===== config.mk =====
export PLATFORM = sky130hd
export DESIGN_NAME = ium_top
export DESIGN_NICKNAME = d
export VERILOG_FILES = /design/src/logic/ium_pkg.sv /design/src/logic/ium_top.sv /design/src/logic/ium_chan.sv
export SDC_FILE = /design/constraint.sdc
export NUM_CORES = 2
export LEC_CHECK = 0
export ABC_CLOCK_PERIOD_IN_PS = 3600
export BUFFER_PORTS_ARGS = -buffer_cell sky130_fd_sc_hd__buf_2
export CORE_MARGIN = 5
export CORE_UTILIZATION = 55
export DETAILED_ROUTE_END_ITERATION = 6
export GPL_ROUTABILITY_DRIVEN = 0
export HOLD_SLACK_MARGIN = 0.05
export PLACE_DENSITY = 0.73
export SYNTH_ARGS = -nofsm -noshare
export SYNTH_HDL_FRONTEND = slang
export SYNTH_SLANG_ARGS = --single-unit
export TNS_END_PERCENT = 10

===== constraint.sdc =====
create_clock -name sys_clk -period 3.6 [get_ports sys_clk]
set_input_delay 0.18 -clock sys_clk [delete_from_list [all_inputs] [get_ports sys_clk]]
set_output_delay 0.18 -clock sys_clk [all_outputs]
set_load 0.1 [all_outputs]

===== src/logic/ium_pkg.sv =====
package ium_pkg;

  // ************************************************************
  // channel counts
  // ************************************************************
  localparam int NUM_CH    = 6;
  localparam int QTY_W     = 5;
  localparam int NUM_QTY   = 32;

  // ************************************************************
  // register byte offsets
  // ************************************************************
  localparam logic [7:0] CFG0_OFS    = 8'h00; // channel n config at CFG0_OFS + 4*n
  localparam logic [7:0] STAT_OFS    = 8'h18;
  localparam logic [7:0] IRQ_OFS     = 8'h1C;
  localparam logic [7:0] MASK_OFS    = 8'h20;
  localparam logic [7:0] ACCESS_OFS  = 8'h24;
  localparam logic [7:0] QTY_OFS     = 8'h28;
  localparam logic [7:0] ID_OFS      = 8'h2C;

  // ************************************************************
  // channel config fields
  // ************************************************************
  localparam int USE_LSB   = 0;  // [1:0] usage type
  localparam int POL_BIT   = 2;  // 1 = active high
  localparam int QTY_LSB   = 8;  // [12:8] quantity / event id
  localparam int DLY_LSB   = 16; // [31:16] delay, ms

  // ************************************************************
  // status register fields
  // ************************************************************
  localparam int PHYS_LSB  = 0;  // [5:0] physical levels
  localparam int LOGI_LSB  = 8;  // [13:8] logical states
  localparam int FIX_LSB   = 16; // [17:16] estop, remote start

  // ************************************************************
  // reset and access values
  // ************************************************************
  localparam logic [31:0] CFG_RST      = 32'h0000_0004;
  localparam logic [1:0]  ACCESS_MIN   = 2'h2;
  localparam logic [31:0] ID_VALUE     = 32'h00A5_0001; // arbitrary value

  // ************************************************************
  // timing
  // ************************************************************
  localparam int CLK_MHZ      = 125;
  localparam int MS_NS        = 1000000;
  localparam int CLK_NS       = 8;
  localparam int TICK_CYCLES  = MS_NS / CLK_NS; // one millisecond

  typedef enum logic [1:0]
  {
    IUM_OFF,
    IUM_CMD,
    IUM_EVENT,
    IUM_LINK
  } ium_use_t;

endpackage


===== src/logic/ium_top.sv =====
`timescale 1ns/10ps
// Notes on behaviour
// - six configurable inputs beside fixed ones
// - two fixed inputs: emergency stop, remote start
// - usage type selects which fields apply
// - off usage: no status, no action
// - command usage forwards logical state as quantity
// - event usage raises configured event when active
// - link usage: link readback only, no action
// - unconnected inputs read physical high
// - polarity maps physical level to logical
// - highest numbered channel wins shared quantity
// - local config writes need access level two
// - delay qualifies event usage only
// - readback of id, usage, levels, polarity
// - unmapped command quantities read zero
module ium_top
  import ium_pkg::*;
#(
  parameter int N_CH = NUM_CH
)
(
  input  wire logic                sys_clk,
  input  wire logic                rst_b,
  input  wire logic [N_CH-1:0]     din_pin,
  input  wire logic                estop_pin,
  input  wire logic                rstart_pin,
  input  wire logic [7:0]          s_axi_awaddr,
  input  wire logic                s_axi_awvalid,
  output logic                     s_axi_awready,
  input  wire logic [31:0]         s_axi_wdata,
  input  wire logic [3:0]          s_axi_wstrb,
  input  wire logic                s_axi_wvalid,
  output logic                     s_axi_wready,
  output logic [1:0]               s_axi_bresp,
  output logic                     s_axi_bvalid,
  input  wire logic                s_axi_bready,
  input  wire logic [7:0]          s_axi_araddr,
  input  wire logic                s_axi_arvalid,
  output logic                     s_axi_arready,
  output logic [31:0]              s_axi_rdata,
  output logic [1:0]               s_axi_rresp,
  output logic                     s_axi_rvalid,
  input  wire logic                s_axi_rready,
  output logic [NUM_QTY-1:0]       cmd_qty,
  output logic [NUM_QTY-1:0]       event_raise,
  output logic [N_CH-1:0]          link_state,
  output logic                     estop,
  output logic                     remote_start,
  output logic                     irq
);

  if (N_CH != NUM_CH)
    $error("ium_top serves exactly six channels");

  // ************************************************************
  // registers
  // ************************************************************
  logic [31:0]     cfg [N_CH];
  logic [31:0]     next_cfg [N_CH];
  logic [N_CH-1:0] stat_irq;
  logic [N_CH-1:0] next_stat_irq;
  logic [N_CH-1:0] mask;
  logic [N_CH-1:0] next_mask;
  logic [1:0]      access;
  logic [1:0]      next_access;

  // ************************************************************
  // bus slave state
  // ************************************************************
  logic        aw_held;
  logic        w_held;
  logic [7:0]  aw_addr;
  logic [31:0] w_data;
  logic [3:0]  w_strb;
  logic        next_aw_held;
  logic        next_w_held;
  logic [7:0]  next_aw_addr;
  logic [31:0] next_w_data;
  logic [3:0]  next_w_strb;
  logic        next_bvalid;
  logic [1:0]  next_bresp;
  logic        next_rvalid;
  logic [31:0] next_rdata;
  logic [1:0]  next_rresp;
  logic        do_write;

  // ************************************************************
  // channel datapath
  // ************************************************************
  logic [N_CH-1:0] phys;
  logic [N_CH-1:0] logi;
  logic [N_CH-1:0] ev_on;
  logic [N_CH-1:0] ev_on_d;
  logic [16:0]     tick_cnt;
  logic [16:0]     next_tick_cnt;
  logic            ms_tick;

  // millisecond tick for delay counting
  always_comb
  begin
    ms_tick       = (tick_cnt == 17'(TICK_CYCLES - 1));
    next_tick_cnt = ms_tick ? '0 : tick_cnt + 1'b1;
  end

  // six generic channels
  generate
    for (genvar i = 0; i < N_CH; i++)
    begin : g_ch
      ium_chan #(
        .DLY_W (16)
      ) u_chan (
        .sys_clk     (sys_clk),
        .rst_b       (rst_b),
        .pin         (din_pin[i]),
        .active_high (cfg[i][POL_BIT]),
        .use_type    (cfg[i][USE_LSB +: 2]),
        .delay_ms    (cfg[i][DLY_LSB +: 16]),
        .ms_tick     (ms_tick),
        .phys        (phys[i]),
        .logical     (logi[i]),
        .event_on    (ev_on[i])
      );
    end
  endgenerate

  logic [1:0] fix_l;

  // fixed inputs, active low to battery negative, not reassignable
  generate
    for (genvar j = 0; j < 2; j++)
    begin : g_fix
      ium_chan #(
        .DLY_W (16)
      ) u_fix (
        .sys_clk     (sys_clk),
        .rst_b       (rst_b),
        .pin         ((j == 0) ? estop_pin : rstart_pin),
        .active_high (1'b0),
        .use_type    (2'(IUM_OFF)),
        .delay_ms    (16'h0000),
        .ms_tick     (ms_tick),
        .phys        (),
        .logical     (fix_l[j]),
        .event_on    ()
      );
    end
  endgenerate

  // routing by usage, later channel overrides earlier
  logic [NUM_QTY-1:0] next_cmd_qty;
  logic [NUM_QTY-1:0] next_event_raise;
  logic [N_CH-1:0]    next_link_state;
  logic [N_CH-1:0]    ch_on;

  always_comb
  begin
    next_cmd_qty     = '0;
    next_event_raise = '0;
    next_link_state  = '0;
    for (int i = 0; i < N_CH; i++)
    begin
      ch_on[i] = (cfg[i][USE_LSB +: 2] != 2'(IUM_OFF));
      case (cfg[i][USE_LSB +: 2])
        2'(IUM_CMD):   next_cmd_qty[cfg[i][QTY_LSB +: QTY_W]] = logi[i];
        2'(IUM_EVENT): next_event_raise[cfg[i][QTY_LSB +: QTY_W]] = ev_on[i];
        2'(IUM_LINK):  next_link_state[i] = logi[i];
        default:       ;
      endcase
    end
  end

  // ************************************************************
  // register writes and sticky events
  // ************************************************************
  always_comb
  begin
    do_write      = aw_held && w_held && !s_axi_bvalid;
    next_cfg      = cfg;
    next_mask     = mask;
    next_access   = access;
    next_stat_irq = stat_irq;
    next_bresp    = s_axi_bresp;
    if (do_write)
    begin
      next_bresp = 2'h0;
      if (aw_addr < STAT_OFS && aw_addr[1:0] == 2'h0)
      begin
        // local config accepted only at access level two or higher, with all four byte strobes
        if (access >= ACCESS_MIN && w_strb == 4'hF)
          next_cfg[aw_addr[4:2]] = w_data;
        else
          next_bresp = 2'h2;
      end
      else if (aw_addr == IRQ_OFS)
        next_stat_irq = stat_irq & ~w_data[N_CH-1:0];
      else if (aw_addr == MASK_OFS)
        next_mask = w_data[N_CH-1:0];
      else if (aw_addr == ACCESS_OFS)
        next_access = w_data[1:0];
      else if (aw_addr != STAT_OFS && aw_addr != QTY_OFS && aw_addr != ID_OFS)
        next_bresp = 2'h3;
    end
    // new event rising edge wins over clear
    next_stat_irq = next_stat_irq | (ev_on & ~ev_on_d);
  end

  // ************************************************************
  // bus handshakes and read mux
  // ************************************************************
  always_comb
  begin
    next_aw_held = aw_held;
    next_w_held  = w_held;
    next_aw_addr = aw_addr;
    next_w_data  = w_data;
    next_w_strb  = w_strb;
    next_bvalid  = s_axi_bvalid;
    next_rvalid  = s_axi_rvalid;
    next_rdata   = s_axi_rdata;
    next_rresp   = s_axi_rresp;
    if (s_axi_awvalid && s_axi_awready)
    begin
      next_aw_held = 1'b1;
      next_aw_addr = s_axi_awaddr;
    end
    if (s_axi_wvalid && s_axi_wready)
    begin
      next_w_held = 1'b1;
      next_w_data = s_axi_wdata;
      next_w_strb = s_axi_wstrb;
    end
    if (do_write)
    begin
      next_aw_held = 1'b0;
      next_w_held  = 1'b0;
      next_bvalid  = 1'b1;
    end
    if (s_axi_bvalid && s_axi_bready)
      next_bvalid = 1'b0;
    if (s_axi_rvalid && s_axi_rready)
      next_rvalid = 1'b0;
    if (s_axi_arvalid && s_axi_arready)
    begin
      next_rvalid = 1'b1;
      next_rresp  = 2'h0;
      next_rdata  = 32'h0000_0000;
      if (s_axi_araddr < STAT_OFS && s_axi_araddr[1:0] == 2'h0)
        next_rdata = cfg[s_axi_araddr[4:2]];
      else if (s_axi_araddr == STAT_OFS)
      begin
        next_rdata[PHYS_LSB +: N_CH] = phys & ch_on;
        next_rdata[LOGI_LSB +: N_CH] = logi & ch_on;
        next_rdata[FIX_LSB +: 2]     = fix_l;
      end
      else if (s_axi_araddr == IRQ_OFS)
        next_rdata[N_CH-1:0] = stat_irq;
      else if (s_axi_araddr == MASK_OFS)
        next_rdata[N_CH-1:0] = mask;
      else if (s_axi_araddr == ACCESS_OFS)
        next_rdata[1:0] = access;
      else if (s_axi_araddr == QTY_OFS)
        next_rdata = cmd_qty;
      else if (s_axi_araddr == ID_OFS)
        next_rdata = ID_VALUE;
      else
        next_rresp = 2'h3;
    end
  end

  // ************************************************************
  // state registers
  // ************************************************************
  always_ff @(posedge sys_clk)
  begin
    if (!rst_b)
    begin
      for (int i = 0; i < N_CH; i++)
        cfg[i] <= CFG_RST; // off, active high
      stat_irq      <= '0;
      mask          <= '0;
      access        <= 2'h0;
      tick_cnt      <= '0;
      ev_on_d       <= '0;
      aw_held       <= 1'b0;
      w_held        <= 1'b0;
      aw_addr       <= 8'h00;
      w_data        <= 32'h0000_0000;
      w_strb        <= 4'h0;
      s_axi_awready <= 1'b0;
      s_axi_wready  <= 1'b0;
      s_axi_arready <= 1'b0;
      s_axi_bvalid  <= 1'b0;
      s_axi_bresp   <= 2'h0;
      s_axi_rvalid  <= 1'b0;
      s_axi_rdata   <= 32'h0000_0000;
      s_axi_rresp   <= 2'h0;
      cmd_qty       <= '0;
      event_raise   <= '0;
      link_state    <= '0;
      estop         <= 1'b0;
      remote_start  <= 1'b0;
      irq           <= 1'b0;
    end
    else
    begin
      cfg           <= next_cfg;
      stat_irq      <= next_stat_irq;
      mask          <= next_mask;
      access        <= next_access;
      tick_cnt      <= next_tick_cnt;
      ev_on_d       <= ev_on;
      aw_held       <= next_aw_held;
      w_held        <= next_w_held;
      aw_addr       <= next_aw_addr;
      w_data        <= next_w_data;
      w_strb        <= next_w_strb;
      s_axi_awready <= !next_aw_held && !(s_axi_awvalid && s_axi_awready);
      s_axi_wready  <= !next_w_held && !(s_axi_wvalid && s_axi_wready);
      s_axi_arready <= !next_rvalid && !(s_axi_arvalid && s_axi_arready);
      s_axi_bvalid  <= next_bvalid;
      s_axi_bresp   <= next_bresp;
      s_axi_rvalid  <= next_rvalid;
      s_axi_rdata   <= next_rdata;
      s_axi_rresp   <= next_rresp;
      cmd_qty       <= next_cmd_qty;
      event_raise   <= next_event_raise;
      link_state    <= next_link_state;
      estop         <= fix_l[0];
      remote_start  <= fix_l[1];
      irq           <= |(next_stat_irq & next_mask);
    end
  end

endmodule


===== src/logic/ium_chan.sv =====
`timescale 1ns/10ps
// ************************************************************
// one input channel: synchroniser, polarity, delay qualifier
// ************************************************************
module ium_chan
  import ium_pkg::*;
#(
  parameter int DLY_W = 16
)
(
  input  wire logic             sys_clk,
  input  wire logic             rst_b,
  input  wire logic             pin,
  input  wire logic             active_high,
  input  wire logic [1:0]       use_type,
  input  wire logic [DLY_W-1:0] delay_ms,
  input  wire logic             ms_tick,
  output logic                  phys,
  output logic                  logical,
  output logic                  event_on
);

  logic [2:0]       sync;
  logic [2:0]       next_sync;
  logic             next_phys;
  logic [DLY_W-1:0] dcnt;
  logic [DLY_W-1:0] next_dcnt;
  logic             next_event_on;

  // three stage sync, change counts when stages two and three agree
  always_comb
  begin
    next_sync = {sync[1:0], pin};
    next_phys = (sync[1] == sync[2]) ? sync[2] : phys;
  end

  // polarity maps level to logical state
  assign logical = active_high ? phys : ~phys;

  // event qualified by delay, only for event usage
  always_comb
  begin
    next_dcnt     = dcnt;
    next_event_on = event_on;
    if ((use_type != 2'(IUM_EVENT)) || !logical)
    begin
      next_dcnt     = '0;
      next_event_on = 1'b0;
    end
    else if (dcnt >= delay_ms)
      next_event_on = 1'b1;
    else if (ms_tick)
      next_dcnt = dcnt + 1'b1;
  end

  // pull-up means idle level is high
  always_ff @(posedge sys_clk)
  begin
    if (!rst_b)
    begin
      sync     <= 3'h7;
      phys     <= 1'b1;
      dcnt     <= '0;
      event_on <= 1'b0;
    end
    else
    begin
      sync     <= next_sync;
      phys     <= next_phys;
      dcnt     <= next_dcnt;
      event_on <= next_event_on;
    end
  end

endmodule


==> flow_summary.yaml <==
outcome:
  outcome: "finished with violations"
  violations: "DRC"
die:
  initial_utilization_pct: 55.8
  chipHeight_um: 236
  fp.dieArea_mm2: 0.0557
  fp.dieW_um: 236
  std_cell_rows: 82
  core_area_mm2: 0.0504
  pin_count: 181
sta:
  holdWs_ns: 0.0900
  period_share_pct: 84.5
  timing.final.ws_setup_ns: 0.558
  rsz0062_at_grt: "no"
  clock_skew_ns: 0.0235
  min_period_ns: 3.04
  fmax_mhz: 329
  relSlewSlack_pct: 28.2
  slew_violations: 0
  finalHoldViolations: 0
  fin_setup_tns_ns: 0
  tightest_slew_ns: 1.07
  finalSetupViolCount: 0
clock_network:
  h-tree-depth: 2
  clk_latency_ns: 0.63
  path_clk_slew_ns: 0.06
  cts_root_buf: "clkbuf_16"
  cts_buffers: 54
  cts_setup_buffers: 0
  cts_tree: "done"
  holdBufCountCts: 63
  cts_buffer_depth: 3
  cts_resized: 0
  clock_sinks: 522
grt:
  grt_pass1_wl_um: 151000
  grt_pass1_vias: 25873
  grt_antenna_before_repair: 5
  grt_overflow: 0
  track_usage_pct: 33.6
  grt_max_degree: 111
run:
  drv_cap: 0
routing:
  routedWlPerCell_um: 22.1
  first_pass_iters: 7
  antenna_left: 0
  vias_per_cell: 6.36
  drtIter0Drc: 4694
  drc: 412
  totalWireLength_um: 98800
  via_count: 28396
power:
  p_int_mw: 9.79
  pwr-share-seq_pct: 46.4
  combinationalPowerShare_pct: 5.2
  ir_drop_mv: 0.315
  clock_power_share_pct: 48.3
  finalPower_mw: 12.8
  powerDensity_mw_per_mm2: 398
  switchingPower_mw: 2.99
  power.leakage_nw: 10.9
  sw_frac_of_total_pct: 23.4
hold_path:
  hold_path_startpoint: "s_axi_awvalid"
  min_path_cells: 3
  hold_end: "s_axi_awready"
  hp-class: "in2reg"
critical_path:
  crit_path_max_incr_delay_ns: 0.58
  worstPathRequired_ns: 4.14
  cp_cell_sequence: "inv_1, ha_1, nand2b_1, a211oi_1, o21ai_0, a2111oi_4, nor2_1, or4_1, a21oi_1"
  end_kind: "flip-flop"
  critical_path_depth: 9
  crit_fanout: 17
  reg2regPathDepth: 9
  critical_path_buf_inv_count: 1
  reg2reg_slack_ns: 0.56
  r2r_start: "g_ch[2].u_chan.dcnt[0]"
  worstPathArrival_ns: 3.58
  r2r_end: "g_ch[2].u_chan.dcnt[7]"
  cp-start-kind: "flip-flop"
  cp_top_family: "compound AO/OA/AOI/OAI gates"
  criticalPathCategory: "reg2reg"
  slowest_stage: "or4_1"
layout:
  final_cell_mix: "nand2_1, dfxtp_1, a21oi_1"
  drive_gt1_share_pct: 11.1
  syn_to_final_growth_pct: 14.3
  finalInstanceArea_mm2: 0.0321
  fin_util_pct: 63.7
  finalNonFillerCells: 4465
  nets: 3919
  final_common_cell: "nand2_1"
placed_design:
  port_buffers: 180
  dp_hpwl_um: 70400
  post-place-ws_ns: 0.609
  place_inst: 4302
  placed_area_mm2: 0.0295
logic_synthesis:
  synth_edf_count: 0
  async_reset_ff_share_pct: 0
  yosysSeqAreaShare_pct: 37.2
  syn_area_mm2: 0.0281
  syn_inst: 3624
  ys_seq_elements: 522
  syn-num-nets: 3794
  ys_warn_count: 0
  synth_cell_types: 70
  synth_area_per_cell_um2: 7.75
  synth_ff_type: "dfxtp_1"
-- power by group through the flow --
| stage | logic (mW) | clock network [mW] | registers, mW |
|---|---|---|---|
| after global placement | 0.603 | 0 | 6.06 |
| after floorplan | 0.274 | 0 | 6.21 |
| after CTS | 0.660 | 6.24 | 5.93 |
| after detailed placement | 0.607 | 0 | 6.06 |
| final | 0.668 | 6.18 | 5.93 |
| after global routing | 0.709 | 6.46 | 5.94 |
-- cell usage after synthesis (all sizes together), types with 38 or more instances --
master,instances,area [um2]
nand2,665,2500
dfxtp,522,10500
a21oi,454,2270
nor2,228,856
clkbuf,209,786
inv,155,582
o21ai,155,776
o22ai,108,676
ha,103,1290
nand3,85,425
nor3,61,310
a211oi,59,443
nand2b,54,338
mux2i,46,460
a221oi,45,394
a31oi,43,269
o211ai,43,323
or3,42,268
nor2b,38,238
-- worst max-delay path by stage --
stage / endpoint / start / slack [ns]
finish: g_ch[2].u_chan.dcnt[7] / g_ch[2].u_chan.dcnt[0] / 0.56
global route: g_ch[2].u_chan.dcnt[13] / g_ch[2].u_chan.dcnt[0] / 0.32
CTS: g_ch[2].u_chan.dcnt[7] / g_ch[2].u_chan.dcnt[0] / 0.59
detailed placement: g_ch[2].u_chan.dcnt[7] / g_ch[2].u_chan.dcnt[0] / 0.61
global placement: g_ch[2].u_chan.dcnt[5] / g_ch[2].u_chan.dcnt[0] / 0.72
floorplan: g_ch[2].u_chan.dcnt[11] / g_ch[2].u_chan.dcnt[0] / 0.95
-- logic make-up after synthesis --
logic type | after synthesis | synth area share, %
compound gates | 1091 | 24.0
xor+xnor | 48 | 1.50
fa+ha+maj | 103 | 4.59
buf+inv | 402 | 5.44
flops | 522 | 37.2
mux | 85 | 4.48
simple gates | 1373 | 22.8
-- registers in the layout (all words and copies together) (netlist names), 8 cells and up --
name,cells
w_data,32
tick_cnt,17
s_axi_rdata,32
g_ch.u_chan.dcnt,96
event_raise,32
aw_addr,8
g_ch.u_chan.sync,18
cmd_qty,32
cfg,192
-- per-layer routing --
metal	GRT usage, %	vias to the layer above	part of all wire, %
met5	0	-	0.084
met1	45.5	13080	40
met4	11.6	8	4.6
met2	49.8	1648	41
li1	-	13292	-
met3	12.2	368	14
-- cell type report --
| type | instances | area (um2) |
|---|---|---|
| antenna | 2 | 5.00 |
| clock buffer | 78 | 1570 |
| clock inverter | 20 | 397 |
| fill | 4361 | 18300 |
| inverter | 156 | 593 |
| multi-input combinational | 2700 | 16100 |
| sequential | 522 | 10500 |
| tap | 672 | 841 |
| timing repair buffer | 315 | 2100 |
-- tightest hold or removal path: cells and delay by family --
| kind | cells | cell delay (ns) |
|---|---|---|
| compound gates | 1 | 0.09 |
| buf+inv | 1 | 0.09 |
| simple gates | 1 | 0.30 |
Note: power is estimated with default switching activity, not from simulation.
